--- src/crt_pkg.sv ---
// constants, field layouts and opcode kinds of the call, return, vector and bank-swap unit
// assumes a single pclk domain and 32-bit apb data with word-aligned registers
`default_nettype none

package crt_pkg;

  // apb byte offsets
  localparam logic [11:0] ADDR_PC = 12'h000;
  localparam logic [11:0] ADDR_STATUS = 12'h004;
  localparam logic [11:0] ADDR_VBASE = 12'h008;
  localparam logic [11:0] ADDR_REGS = 12'h100;
  localparam logic [11:0] ADDR_REGS_END = 12'h17c;

  // status register fields
  localparam int ST_GIE = 0;
  localparam int ST_BANK_A = 1;
  localparam int ST_BANK_B = 2;
  localparam int ST_FLAG_LO = 4;
  localparam int ST_SP_LO = 8;
  localparam int ST_OVF = 16;
  localparam int ST_UNF = 17;

  // register set shape
  localparam int LOG_REGS = 32;
  localparam int PHYS_REGS = 44;
  localparam int BANK_SIZE = 6;
  localparam int NUM_BANKED = 24;
  localparam logic [5:0] BANK_SIZE_6 = 6'h06;
  localparam logic [5:0] GROUP_B_LO = 6'h0c;

  // address stack entry layout
  localparam int E_PC_LO = 0;
  localparam int E_GIE = 16;
  localparam int E_FLAG_LO = 17;
  localparam int E_BANK_A = 21;
  localparam int E_BANK_B = 22;
  localparam int ENTRY_W = 23;
  localparam int STACK_DEPTH = 16;

  // instruction lengths in program words
  localparam logic [15:0] LEN_CALL = 16'h0002;
  localparam logic [15:0] LEN_ONE = 16'h0001;

  // reset values
  localparam logic [15:0] PC_RESET = 16'h0000;
  localparam logic [7:0] VBASE_RESET = 8'h00;
  localparam logic [3:0] FLAGS_RESET = 4'h0;

  // interrupt-enable option codes
  localparam logic [1:0] G_KEEP = 2'h0;
  localparam logic [1:0] G_RESTORE = 2'h1;
  localparam logic [1:0] G_SET = 2'h2;
  localparam logic [1:0] G_CLEAR = 2'h3;

  // flag index inside the 4-bit flag field: z, c, v, n
  localparam int FLAG_W = 4;

  typedef enum logic [2:0] {
    OP_SEQ,
    OP_CALL_BIT,
    OP_RET,
    OP_RET_FLAG,
    OP_RET_COND,
    OP_TRAP,
    OP_EXX
  } crt_op_t;

endpackage : crt_pkg

`default_nettype wire

--- src/crt_stack_mem.sv ---
// address stack storage: one write port, one read port with registered read data
// assumes writer keeps its own pointer and never reads and writes one slot at once
`default_nettype none

module crt_stack_mem #(
  parameter int WIDTH = 23,
  parameter int DEPTH = 16,
  parameter int AW = 4
) (
  input wire logic clk,
  input wire logic rst_n,
  input wire logic wr_en,
  input wire logic [AW-1:0] wr_addr,
  input wire logic [WIDTH-1:0] wr_data,
  input wire logic rd_en,
  input wire logic [AW-1:0] rd_addr,
  output logic [WIDTH-1:0] rd_data
);

  logic [WIDTH-1:0] mem_ff [DEPTH];
  logic [WIDTH-1:0] rd_data_ff;

  always_ff @(posedge clk) begin
    if (wr_en) begin
      mem_ff[wr_addr] <= wr_data;
    end
  end

  always_ff @(posedge clk or negedge rst_n) begin
    if (!rst_n) begin
      rd_data_ff <= '0;
    end else if (rd_en) begin
      rd_data_ff <= mem_ff[rd_addr];
    end
  end

  assign rd_data = rd_data_ff;

endmodule : crt_stack_mem

`default_nettype wire

--- src/crt_flow_ctrl.sv ---
// program-flow unit: bit-tested call, returns, vector call, bank swap and register set
// assumes decoded instruction fields arrive with op_valid and an apb master for setup
// Notes on behaviour
// - the bit-tested call can test any bit of any active register and jumps to a 16-bit absolute target.
// - on a tested-bit match one entry of pc, irq enable, flags and banks is pushed unless the stack is full, and the target loaded, else it falls through.
// - the pc saved by a call or vector call is the address of the next instruction.
// - an unconditional return pops the latest entry and loads its address into the pc.
// - the return irq option keeps, restores from the entry, sets or clears the enable for codes 0 to 3.
// - with restore-flags set a return reloads flags and bank selection from the entry, otherwise both stay.
// - the flag-tested return does a full return with its options only when the chosen flag matches, else goes on.
// - the condition-coded return uses the jump flag selections and codes and returns with its options when met.
// - the vector call takes a vector 0 to 63 and, unless the stack is full, pushes one full entry before jumping.
// - the vector target is the base register as upper byte and an 8-bit form of the vector as lower byte.
// - the vector call clears the irq enable after the push when its flag operand is 1, else leaves it.
// - the register set holds 44 registers, 24 of them in main and alternate banks for groups a and b.
// - the bank swap selects main (0) or alternate (1) independently for group a and group b.
// - registers of a deselected bank keep their contents until selected again.
// - the bank swap irq option keeps for 0, ignores reserved 1, sets for 2 and clears for 3.
`default_nettype none

module crt_flow_ctrl #(
  parameter int STACK_DEPTH = crt_pkg::STACK_DEPTH
) (
  input wire logic pclk,
  input wire logic presetn,
  input wire logic psel,
  input wire logic penable,
  input wire logic pwrite,
  input wire logic [11:0] paddr,
  input wire logic [31:0] pwdata,
  output logic [31:0] prdata,
  output logic pready,
  output logic pslverr,
  input wire logic op_valid,
  output logic op_ready,
  input wire crt_pkg::crt_op_t op_kind,
  input wire logic [4:0] op_reg,
  input wire logic [2:0] op_bit,
  input wire logic op_state,
  input wire logic [15:0] op_target,
  input wire logic [1:0] op_gopt,
  input wire logic op_rf,
  input wire logic [1:0] op_flag,
  input wire logic [2:0] op_cond,
  input wire logic [5:0] op_vector,
  input wire logic op_trap_clr,
  input wire logic op_ba,
  input wire logic op_bb,
  output logic [15:0] prog_counter,
  output logic global_irq_enable,
  output logic bank_a_alt,
  output logic bank_b_alt,
  output logic [3:0] alu_flags
);

  localparam int SPW = $clog2(STACK_DEPTH + 1);
  localparam int AW = $clog2(STACK_DEPTH);
  localparam logic [SPW-1:0] SP_FULL = SPW'(STACK_DEPTH);
  typedef enum logic {ST_IDLE, ST_RET_WAIT} crt_state_t;
  crt_state_t state_ff;
  logic [15:0] pc_ff;
  logic gie_ff, bank_a_ff, bank_b_ff, ovf_ff, unf_ff, ret_rf_ff;
  logic [3:0] flags_ff;
  logic [7:0] vbase_ff;
  logic [SPW-1:0] sp_ff;
  logic [1:0] ret_g_ff;
  logic [31:0] prdata_ff;
  logic [7:0] phys_ff [crt_pkg::PHYS_REGS];
  logic accept, bit_hit, flag_hit, cond_hit, call_go, trap_go, ret_go, pop_go;
  logic push, stack_full, stack_empty, apb_setup, apb_wr, is_regs, mapped;
  logic wr_pc, wr_status, wr_vbase, wr_regs;
  logic [15:0] seq_pc, trap_pc;
  logic [crt_pkg::ENTRY_W-1:0] push_entry, pop_entry;
  logic [7:0] cur_reg;
  logic [5:0] wr_phys;
  logic [31:0] nxt_prdata, status_word;

  // logical register to physical slot under the current bank selection
  function automatic logic [5:0] phys_of(input logic [4:0] l, input logic ba, input logic bb);
    logic [5:0] l6;
    l6 = {1'b0, l};
    if (l6 < crt_pkg::BANK_SIZE_6) begin
      phys_of = ba ? l6 + crt_pkg::BANK_SIZE_6 : l6;
    end else if (l6 < crt_pkg::GROUP_B_LO) begin
      phys_of = bb ? l6 + crt_pkg::GROUP_B_LO : l6 + crt_pkg::BANK_SIZE_6;
    end else begin
      phys_of = l6 + crt_pkg::GROUP_B_LO;
    end
  endfunction : phys_of

  // instruction acceptance and condition checks
  assign op_ready = (state_ff == ST_IDLE);
  assign accept = op_valid & op_ready;
  assign cur_reg = phys_ff[phys_of(op_reg, bank_a_ff, bank_b_ff)];
  assign bit_hit = (cur_reg[op_bit] == op_state);
  assign flag_hit = (flags_ff[op_flag] == op_state);
  assign cond_hit = flags_ff[op_cond[2:1]] ^ op_cond[0];
  assign call_go = accept & (op_kind == crt_pkg::OP_CALL_BIT) & bit_hit;
  assign trap_go = accept & (op_kind == crt_pkg::OP_TRAP);
  assign ret_go = accept & ((op_kind == crt_pkg::OP_RET) |
                  ((op_kind == crt_pkg::OP_RET_FLAG) & flag_hit) |
                  ((op_kind == crt_pkg::OP_RET_COND) & cond_hit));
  assign stack_full = (sp_ff == SP_FULL);
  assign stack_empty = (sp_ff == '0);
  assign push = (call_go | trap_go) & !stack_full;
  assign pop_go = ret_go & !stack_empty;
  assign seq_pc = pc_ff + ((op_kind == crt_pkg::OP_CALL_BIT) ? crt_pkg::LEN_CALL
                                                            : crt_pkg::LEN_ONE);
  assign trap_pc = {vbase_ff, 2'h0, op_vector};
  assign push_entry = {bank_b_ff, bank_a_ff, flags_ff, gie_ff, seq_pc};

  crt_stack_mem #(
    .WIDTH(crt_pkg::ENTRY_W),
    .DEPTH(STACK_DEPTH),
    .AW(AW)
  ) u_stack (
    .clk(pclk),
    .rst_n(presetn),
    .wr_en(push),
    .wr_addr(sp_ff[AW-1:0]),
    .wr_data(push_entry),
    .rd_en(pop_go),
    .rd_addr(AW'(sp_ff - 1'b1)),
    .rd_data(pop_entry)
  );

  // apb decode, zero wait states
  assign apb_setup = psel & !penable;
  assign apb_wr = psel & penable & pwrite;
  assign is_regs = (paddr >= crt_pkg::ADDR_REGS) && (paddr <= crt_pkg::ADDR_REGS_END) &&
                   (paddr[1:0] == 2'h0);
  assign mapped = (paddr == crt_pkg::ADDR_PC) || (paddr == crt_pkg::ADDR_STATUS) ||
                  (paddr == crt_pkg::ADDR_VBASE) || is_regs;
  assign wr_pc = apb_wr && (paddr == crt_pkg::ADDR_PC);
  assign wr_status = apb_wr && (paddr == crt_pkg::ADDR_STATUS);
  assign wr_vbase = apb_wr && (paddr == crt_pkg::ADDR_VBASE);
  assign wr_regs = apb_wr && is_regs;
  assign wr_phys = phys_of(paddr[6:2], bank_a_ff, bank_b_ff);
  assign pready = 1'b1;
  assign pslverr = psel & penable & !mapped;

  always_comb begin
    status_word = '0;
    status_word[crt_pkg::ST_GIE] = gie_ff;
    status_word[crt_pkg::ST_BANK_A] = bank_a_ff;
    status_word[crt_pkg::ST_BANK_B] = bank_b_ff;
    status_word[crt_pkg::ST_FLAG_LO +: crt_pkg::FLAG_W] = flags_ff;
    status_word[crt_pkg::ST_SP_LO +: SPW] = sp_ff;
    status_word[crt_pkg::ST_OVF] = ovf_ff;
    status_word[crt_pkg::ST_UNF] = unf_ff;
  end

  always_comb begin
    nxt_prdata = '0;
    if (paddr == crt_pkg::ADDR_PC) begin
      nxt_prdata = {16'h0000, pc_ff};
    end else if (paddr == crt_pkg::ADDR_STATUS) begin
      nxt_prdata = status_word;
    end else if (paddr == crt_pkg::ADDR_VBASE) begin
      nxt_prdata = {24'h000000, vbase_ff};
    end else if (is_regs) begin
      nxt_prdata = {24'h000000, phys_ff[phys_of(paddr[6:2], bank_a_ff, bank_b_ff)]};
    end
  end

  // read data captured in the setup cycle
  always_ff @(posedge pclk or negedge presetn) begin
    if (!presetn) begin
      prdata_ff <= '0;
    end else if (apb_setup && !pwrite) begin
      prdata_ff <= nxt_prdata;
    end
  end
  assign prdata = prdata_ff;

  // sequencer: a taken return waits one cycle for the stack read
  always_ff @(posedge pclk or negedge presetn) begin
    if (!presetn) begin
      state_ff <= ST_IDLE;
      ret_g_ff <= crt_pkg::G_KEEP;
      ret_rf_ff <= 1'b0;
    end else begin
      case (state_ff)
        ST_IDLE: begin
          if (pop_go) begin
            state_ff <= ST_RET_WAIT;
            ret_g_ff <= op_gopt;
            ret_rf_ff <= op_rf;
          end
        end
        ST_RET_WAIT: state_ff <= ST_IDLE;
        default: state_ff <= ST_IDLE;
      endcase
    end
  end

  // program counter
  always_ff @(posedge pclk or negedge presetn) begin
    if (!presetn) begin
      pc_ff <= crt_pkg::PC_RESET;
    end else if (state_ff == ST_RET_WAIT) begin
      pc_ff <= pop_entry[crt_pkg::E_PC_LO +: 16];
    end else if (call_go) begin
      pc_ff <= op_target;
    end else if (trap_go) begin
      pc_ff <= trap_pc;
    end else if (accept && !pop_go) begin
      pc_ff <= seq_pc;
    end else if (wr_pc) begin
      pc_ff <= pwdata[15:0];
    end
  end

  // global interrupt enable
  always_ff @(posedge pclk or negedge presetn) begin
    if (!presetn) begin
      gie_ff <= 1'b0;
    end else if (state_ff == ST_RET_WAIT) begin
      case (ret_g_ff)
        crt_pkg::G_RESTORE: gie_ff <= pop_entry[crt_pkg::E_GIE];
        crt_pkg::G_SET: gie_ff <= 1'b1;
        crt_pkg::G_CLEAR: gie_ff <= 1'b0;
        default: gie_ff <= gie_ff;
      endcase
    end else if (trap_go && op_trap_clr) begin
      gie_ff <= 1'b0;
    end else if (accept && (op_kind == crt_pkg::OP_EXX) && (op_gopt[1] == 1'b1)) begin
      gie_ff <= (op_gopt == crt_pkg::G_SET);
    end else if (wr_status) begin
      gie_ff <= pwdata[crt_pkg::ST_GIE];
    end
  end

  // alu flags and bank selection
  always_ff @(posedge pclk or negedge presetn) begin
    if (!presetn) begin
      flags_ff <= crt_pkg::FLAGS_RESET;
      bank_a_ff <= 1'b0;
      bank_b_ff <= 1'b0;
    end else if ((state_ff == ST_RET_WAIT) && ret_rf_ff) begin
      flags_ff <= pop_entry[crt_pkg::E_FLAG_LO +: crt_pkg::FLAG_W];
      bank_a_ff <= pop_entry[crt_pkg::E_BANK_A];
      bank_b_ff <= pop_entry[crt_pkg::E_BANK_B];
    end else if (accept && (op_kind == crt_pkg::OP_EXX)) begin
      bank_a_ff <= op_ba;
      bank_b_ff <= op_bb;
    end else if (wr_status && (state_ff == ST_IDLE) && !accept) begin
      flags_ff <= pwdata[crt_pkg::ST_FLAG_LO +: crt_pkg::FLAG_W];
      bank_a_ff <= pwdata[crt_pkg::ST_BANK_A];
      bank_b_ff <= pwdata[crt_pkg::ST_BANK_B];
    end
  end

  // stack pointer and sticky error flags; a new event beats a clear
  always_ff @(posedge pclk or negedge presetn) begin
    if (!presetn) begin
      sp_ff <= '0;
    end else if (push) begin
      sp_ff <= sp_ff + 1'b1;
    end else if (pop_go) begin
      sp_ff <= sp_ff - 1'b1;
    end
  end

  always_ff @(posedge pclk or negedge presetn) begin
    if (!presetn) begin
      ovf_ff <= 1'b0;
      unf_ff <= 1'b0;
    end else begin
      if ((call_go || trap_go) && stack_full) begin
        ovf_ff <= 1'b1;
      end else if (wr_status && pwdata[crt_pkg::ST_OVF]) begin
        ovf_ff <= 1'b0;
      end
      if (ret_go && stack_empty) begin
        unf_ff <= 1'b1;
      end else if (wr_status && pwdata[crt_pkg::ST_UNF]) begin
        unf_ff <= 1'b0;
      end
    end
  end

  always_ff @(posedge pclk or negedge presetn) begin
    if (!presetn) begin
      vbase_ff <= crt_pkg::VBASE_RESET;
    end else if (wr_vbase) begin
      vbase_ff <= pwdata[7:0];
    end
  end

  // physical register set; only the slot mapped by the active banks is written
  for (genvar i = 0; i < crt_pkg::PHYS_REGS; i++) begin : g_phys
    always_ff @(posedge pclk or negedge presetn) begin
      if (!presetn) begin
        phys_ff[i] <= 8'h00;
      end else if (wr_regs && (wr_phys == 6'(i))) begin
        phys_ff[i] <= pwdata[7:0];
      end
    end
  end

  assign prog_counter = pc_ff;
  assign global_irq_enable = gie_ff;
  assign bank_a_alt = bank_a_ff;
  assign bank_b_alt = bank_b_ff;
  assign alu_flags = flags_ff;
endmodule : crt_flow_ctrl

`default_nettype wire

--- config.mk ---
export PLATFORM = sky130hd
export DESIGN_NAME = crt_flow_ctrl
export DESIGN_NICKNAME = d
export VERILOG_FILES = /design/src/crt_pkg.sv /design/src/crt_stack_mem.sv /design/src/crt_flow_ctrl.sv
export SDC_FILE = /design/constraint.sdc
export NUM_CORES = 1
export LEC_CHECK = 0
export BUFFER_PORTS_ARGS = -buffer_cell sky130_fd_sc_hd__buf_4
export CAP_MARGIN = 40
export CORE_ASPECT_RATIO = 1.1
export CORE_MARGIN = 10
export CORE_UTILIZATION = 60
export DETAILED_ROUTE_END_ITERATION = 12
export PLACE_DENSITY = 0.78
export SETUP_SLACK_MARGIN = 0.1
export SYNTH_ARGS = -nofsm -noshare
export SYNTH_HDL_FRONTEND = slang
export SYNTH_SLANG_ARGS = --single-unit
--- constraint.sdc ---
create_clock -name pclk -period 15.41 [get_ports pclk]
set_input_delay 3.082 -clock pclk [delete_from_list [all_inputs] [get_ports pclk]]
set_output_delay 3.082 -clock pclk [all_outputs]
set_load 0.02 [all_outputs]
# == Word level (Yosys, flattened, before mapping) ==
# Memory sizes are Yosys's and may differ from the RTL's. A register that Yosys moved wholly into a read port is not among the register bits.
# Index checks and enable logic that the tools add are counted.
# word_totals
ff_bits,426
mem_bits_rw,368
output_inout_bits,58
n_memories,1
# mem_list
memory,depth,width,rd,rd_ports_with_merged_regs,write_ports,line,source
u_stack.mem_ff,16,23,1,1,1,crt_stack_mem.sv:20,logic [WIDTH-1:0] mem_ff [DEPTH];
# classes
add_sub_neg,7
magnitude_cmp,11
eq_ne,60
mux,58
bitwise_logic,20
n_reduce_logical,88
# op_table
cell,n
binary-select mux 8 bit (select 6 bit),2
== test 6 x 5 -> 1 bit (second input constant),16
2-to-1 mux 32 bit,3
2-to-1 mux 16 bit,5
== test 6 bit (second input constant),12
2-to-1 mux 6 bit,12
logical AND 1 bit,62
== test 6 x 4 -> 1 bit (second input constant),8
2-to-1 mux 8 bit,5
== test 6 x 3 -> 1 bit (second input constant),4
2-to-1 mux 1 bit,20
adder 16 x 2 -> 16 bit,1
greater-or-equal comparator 7 bit (second input constant),2
inverter 6 -> 7 bit,2
bitwise AND 1 bit,13
adder 5 x 3 -> 6 bit (second input constant),2
adder 5 x 4 -> 6 bit (second input constant),2
== test 12 x 3 -> 1 bit (second input constant),1
== test 12 x 4 -> 1 bit (second input constant),1
== test 6 x 2 -> 1 bit (second input constant),2
greater-or-equal comparator 12 x 9 -> 1 bit (second input constant),1
less-or-equal comparator 12 x 9 -> 1 bit (second input constant),1
logical NOT 12 bit,1
2-to-1 mux 4 bit,3
35 further kinds,63

# == Depth between registers and ports, before layout ==
# depth
ltp_word,16
ltp_mapped,19
depth_no_buf,14

# == By module ==
# A second synthesis with hierarchy kept.
# hier_totals
cells_unflattened,2747
hier_area_um2,39211.4
# modules_own_cells
mod,instances,cells_each,area_each_um2,seq_area_each_um2
crt_flow_ctrl,1,2110,24272.0,10309.9
crt_stack_mem,1,637,14939.3,11626.2

# == Least setup slack after synthesis ==
# Ideal clock, no wire load.
# synth_timing
path_kind,input-to-output
from,input port paddr[2]
to,output port pslverr
t_arrival_ns,6.125
path_slack_ns,6.203
path_stages,8
path_buffers,6
cell_sequence,clkbuf_1 buf_1 buf_1 clkbuf_1 clkbuf_1 clkbuf_1 a21oi_1 nor3_1
# synth_via
elab_chain_len,6
word_cells_on_any_way,12
classes_between,2 x order compare; 2 x eq/ne; 1 x bitwise; 7 x reduce/logical
# synth_lines
element,line,source
"start, declared",crt_flow_ctrl.sv:29,"input wire logic [11:0] paddr,"
"greater-or-equal comparator 12 x 9 -> 1 bit, or another cell as far along",crt_flow_ctrl.sv:130,assign is_regs = (paddr >= crt_pkg::ADDR_REGS) && (paddr <= crt_pkg::ADDR_REGS_END) &&
logical AND 1 bit or logical OR 1 bit (tied branches) (2 in a row),"crt_flow_ctrl.sv:130, crt_flow_ctrl.sv:132",
logical OR 1 bit *,crt_flow_ctrl.sv:133,(paddr == crt_pkg::ADDR_VBASE) || is_regs;
logical NOT 1 bit *,crt_flow_ctrl.sv:140,assign pslverr = psel & penable & !mapped;
bitwise AND 1 bit *,crt_flow_ctrl.sv:140,
"end, declared",crt_flow_ctrl.sv:33,"output logic pslverr,"
# Mark *: on every way between the ends. The rest lies on a longest branch, timed or not.

# == Worst setup path in the final report ==
# layout_timing
from,input port op_reg[1]
to,memory u_stack.mem_ff[11][12] (enable)
# layout_via
elab_chain_len,16
word_cells_on_any_way,20
classes_between,2 x add/sub; 2 x order compare; 1 x eq/ne; 11 x mux; 4 x bitwise
# layout_lines
element,line,source
"start, declared",crt_flow_ctrl.sv:37,"input wire logic [4:0] op_reg,"
adder 5 x 3 -> 6 bit or adder 5 x 4 -> 6 bit (tied branches),"crt_flow_ctrl.sv:83, crt_flow_ctrl.sv:85, crt_flow_ctrl.sv:87",
2-to-1 mux 6 bit,crt_flow_ctrl.sv:85,phys_of = bb ? l6 + crt_pkg::GROUP_B_LO : l6 + crt_pkg::BANK_SIZE_6;
2-to-1 mux 6 bit,crt_flow_ctrl.sv:84,end else if (l6 < crt_pkg::GROUP_B_LO) begin
2-to-1 mux 6 bit *,crt_flow_ctrl.sv:82,if (l6 < crt_pkg::BANK_SIZE_6) begin
inverter 6 -> 7 bit (implied by the code) *,crt_flow_ctrl.sv:94,"assign cur_reg = phys_ff[phys_of(op_reg, bank_a_ff, bank_b_ff)];"
binary-select mux 8 bit (select 6 bit) *,crt_flow_ctrl.sv:94,
2-to-1 mux 8 bit (implied by the code) * (2 in a row),crt_flow_ctrl.sv:94,
binary-select mux 1 bit (select 3 bit) *,crt_flow_ctrl.sv:95,assign bit_hit = (cur_reg[op_bit] == op_state);
2-to-1 mux 1 bit (implied by the code) *,crt_flow_ctrl.sv:95,
== test 1 bit *,crt_flow_ctrl.sv:95,
bitwise AND 1 bit *,crt_flow_ctrl.sv:98,assign call_go = accept & (op_kind == crt_pkg::OP_CALL_BIT) & bit_hit;
bitwise OR 1 bit *,crt_flow_ctrl.sv:105,assign push = (call_go | trap_go) & !stack_full;
bitwise AND 1 bit *,crt_flow_ctrl.sv:105,
2-to-1 mux 1 bit *,crt_stack_mem.sv:24,if (wr_en) begin
2-to-1 mux 1 bit (implied by the code) *,crt_stack_mem.sv:25,mem_ff[wr_addr] <= wr_data;
"end, declared",crt_stack_mem.sv:20,
# Mark *: on every way between the ends. The rest lies on a longest branch, timed or not. The select of a mux whose other input is x is not followed.

==> impl_results.rst <==
.. list-table::
   :header-rows: 1

   * - Metric
     - Value
   * - Placement Rows
     - 98
   * - Clock latency reported for the late side of the worst-skew pair
     - 0.64 ns
   * - Post CTS Setup Buffer Count
     - 0
   * - Post-route insts no fill
     - 3694
   * - Port buffer count
     - 123
   * - Bufs on Longest Clock Path
     - 3
   * - First-pass GRT wire length
     - 171600 µm
   * - Mean instance size in the synthesized netlist
     - 14.77 µm²
   * - Final hold violations
     - 0
   * - Placeable core area
     - 64740 µm²
   * - Unrepaired setup endpoints after global routing
     - false
   * - Via-per-instance ratio
     - 7.046
   * - Count of hold-fix buffers inserted at cts
     - 0
   * - Flops & latches, synth
     - 803
   * - Count of different cell masters after synthesis
     - 82
   * - Wirelength, routed
     - 114400 µm
   * - Hold crit path type
     - flip-flop to flip-flop
   * - HPWL Detailed
     - 74890 µm
   * - Time the final worst path needs with I/O delays and setup
     - 8.806 ns
   * - Critical path endpoint category
     - flip-flop
   * - Die Height
     - 287.6 µm
   * - Antenna-violating nets left
     - 0
   * - IO Count
     - 153
   * - Chip Width
     - 263.3 µm
   * - Hold path startpoint
     - prdata[15]
   * - Clock Sink Count
     - 803
   * - Post-placement cell count
     - 3541
   * - Gate count of the mapped netlist
     - 2645
   * - Share of cells above drive strength 1
     - 36.81%
   * - Number of slew-limit violations in the final report
     - 0
   * - GRT Total Usage
     - 29.92%
   * - Post-CTS clock slew at the launch and capture registers of the worst setup and hold paths
     - 0.06 ns
   * - Number of cells traversed by the worst register-to-register path
     - 17
   * - Grt met2 use
     - 48.36%
   * - LEAKAGE
     - 18.01 nW
   * - Fmax
     - 113.6 MHz
   * - Post-route cell area
     - 44190 µm²
   * - Post-layout worst setup margin
     - 6.604 ns
   * - Max-Cap Viols
     - 0
   * - Met3 usage
     - 7.293%
   * - Final worst-path cycle share
     - 57.14%
   * - Setup total negative slack
     - 0 ns
   * - H-tree level count
     - 3
   * - Iteration-0 DRC Markers
     - 3462
   * - TritonCTS clock tree
     - built
   * - Sequential area share after synthesis
     - 56.15%
   * - Area growth from synthesis to layout
     - 13.10%
   * - Slew at the pin closest to its max-slew limit
     - 1.218 ns
   * - Share of flip-flops with an asynchronous set or reset after synthesis
     - 54.17%
   * - Worst slew slack as a fraction of its limit
     - 18.78%
   * - Power per standard cell area
     - 146.4 nW/µm²
   * - Largest fanout on the critical path
     - 30
   * - Clock skew
     - 0.01964 ns
   * - Status
     - finished clean
   * - End of the worst register-to-register path
     - u_stack.mem_ff[11][12]
   * - EDFF count, synth
     - 368
   * - R2R Path Start
     - bank_b_alt
   * - RePlAce Congestion
     - 0.9359
   * - Die ar.
     - 75740 µm²
   * - Initial cell density of the core
     - 60.35%
   * - Worst Hold Path Cells
     - 2
   * - Leftover overflow at the end of global routing
     - 0
   * - Routed wire length per instance
     - 30.96 µm
   * - Via count of the first global-routing pass
     - 26860
   * - Pin count of the biggest net entering global routing
     - 200
   * - Reg-to-reg slack, setup
     - 8.65 ns
   * - Main synth FF type
     - sky130_fd_sc_hd__dfrtp_1
   * - Global-route track usage on met1
     - 36.80%
   * - Peak ir drop on the vdd network
     - 134.2 µV
   * - Netlist area before placement
     - 39070 µm²
   * - Resized cells post-CTS
     - 0
   * - Yosys warning count
     - 0
   * - Vias
     - 26030
   * - Element type at the critical path start
     - input port
   * - Worst hold path endpoint
     - prdata[15]
   * - Remaining DRCs
     - 0
   * - Placed cell areas
     - 41410 µm²
   * - Root Buffer
     - sky130_fd_sc_hd__clkbuf_16
   * - Gr busiest metal
     - met2
   * - Data arrival time at the worst-slack endpoint
     - 9.08 ns
   * - Data required time of the worst path
     - 15.69 ns
   * - Number of buffers created by CTS
     - 82
   * - Number of antenna violations at the first check in global routing
     - 2
   * - Critical setup path kind
     - input port to flip-flop
   * - Iteration count of the initial detailed-routing pass
     - 6
   * - Final number of setup-violating endpoints
     - 0
   * - Placement Setup Slack
     - 6.098 ns
   * - FILL cells
     - 4244
   * - Post-layout net count
     - 2890
## report_power, final
part / switching (mW) / total (mW) / internal (mW) / leakage (nW)
clock: 0.848 / 2.04 / 1.20 / 1.36
combinational: 0.993 / 1.77 / 0.778 / 7.36
sequential: 0.170 / 2.66 / 2.49 / 9.29
total: 2.01 / 6.47 / 4.46 / 18.0
## how the worst max path moves through the flow
stage,cells past startpoint,slack [ns],to,startpoint
after CTS,17,6.75,u_stack.mem_ff[11][12],op_reg[4]
final,16,6.60,u_stack.mem_ff[11][12],op_reg[1]
after floorplan,8,6.20,pslverr,paddr[2]
after detailed placement,17,6.10,u_stack.mem_ff[11][18],op_reg[4]
after global routing,18,6.37,u_stack.mem_ff[11][12],op_reg[2]
after global placement,15,6.08,u_stack.mem_ff[11][18],op_reg[4]
## cell families after synthesis
| kind of cell | synth area share [%] |
|---|---|
| flops | 56.15 |
| mux | 28.89 |
| simple gates | 5.796 |
| compound gates | 5.403 |
| buf+inv | 2.648 |
| xor+xnor | 0.4708 |
| fa+ha+maj | 0.6277 |
| other cells | 0.01922 |
## synth_stat cells (all sizes together) (15+ instances only)
| cell type | n | area, µm² |
|---|---|---|
| mux4 | 245 | 5518 |
| o21ai | 97 | 485.5 |
| nand3 | 40 | 200.2 |
| dfrtp | 435 | 10890 |
| mux2i | 132 | 1321 |
| buf | 64 | 376.6 |
| xnor2 | 15 | 131.4 |
| a21oi | 27 | 135.1 |
| a211oi | 18 | 135.1 |
| nand2b | 15 | 93.84 |
| mux2 | 395 | 4448 |
| edfxtp | 368 | 11050 |
| inv | 34 | 127.6 |
| o22ai | 15 | 93.84 |
| o31a | 16 | 140.1 |
| nand2 | 223 | 837.1 |
| nor3 | 24 | 131.4 |
| clkbuf | 141 | 530.5 |
| a31oi | 15 | 93.84 |
| ha | 18 | 225.2 |
| a22oi | 21 | 171.4 |
| nand4 | 25 | 156.4 |
| nor2 | 82 | 307.8 |
## layout make-up
class	count	area [µm²]	area share, %
sequential	803	21940	49.65
multi-input combinational	1616	16330	36.96
clock buffer	117	2377	5.380
timing repair buffer	239	1958	4.431
tap	850	1064	2.407
clock inverter	33	385.4	0.8721
inverter	34	127.6	0.2888
antenna	2	5.005	0.01133
## cell usage in the layout, fill, tap and decap left out, drive strengths merged, types with 21 or more instances in the layout
master and instances:
mux2i 132, o21ai 97, clkbuf 117, mux4 245, nor3 24, inv 38
nor2 82, dfrtp 435, mux2 395, a22oi 21, a21oi 27, nand3 40
buf 238, edfxtp 368, nand4 25, nand2 223
## sequential cells by signal, summed over array words and instances (netlist names)
register,cells
prog_counter,16
global_irq_enable,1
unf_ff,1
sp_ff,5
state_ff,1
bank_a_alt,1
ret_rf_ff,1
ovf_ff,1
alu_flags,4
u_stack.mem_ff,368
phys_ff,352
vbase_ff,8
prdata,18
ret_g_ff,2
u_stack.rd_data,23
bank_b_alt,1
## layer usage
metal / wire length (µm) / part of all wire, % / vias up
met5: 10 / 0.0087 / -
met2: 55210 / 48 / 1714
li1: - / - / 10520
met3: 11490 / 10 / 429
met1: 40730 / 36 / 13360
met4: 6939 / 6.1 / 2
## critical path, cell delays in order
cell	delay [ns]
sky130_fd_sc_hd__buf_4	0.16
sky130_fd_sc_hd__ha_1	0.27
sky130_fd_sc_hd__nor2b_1	0.24
sky130_fd_sc_hd__or4_1	0.81
sky130_fd_sc_hd__nand3_1	0.19
sky130_fd_sc_hd__buf_4	0.42
sky130_fd_sc_hd__nand3_1	0.13
sky130_fd_sc_hd__a311oi_1	0.62
sky130_fd_sc_hd__o2111ai_1	0.34
sky130_fd_sc_hd__o221ai_1	0.24
sky130_fd_sc_hd__o22ai_1	0.31
sky130_fd_sc_hd__a2111oi_2	0.57
sky130_fd_sc_hd__a211oi_4	0.08
sky130_fd_sc_hd__buf_4	0.25
sky130_fd_sc_hd__nor4b_2	0.79
sky130_fd_sc_hd__buf_4	0.54
## stage by stage
stage	hold slack [ns]	utilization (%)	power (mW)
after global routing	0.5123	68.25	6.679
after floorplan	0.4460	-	3.788
after detailed placement	0.4579	63.97	4.436
final	0.4699	68.26	6.471
after global placement	0.4587	63.22	4.339
after CTS	0.4710	68.24	6.471
(Power assumes the default switching activity.)
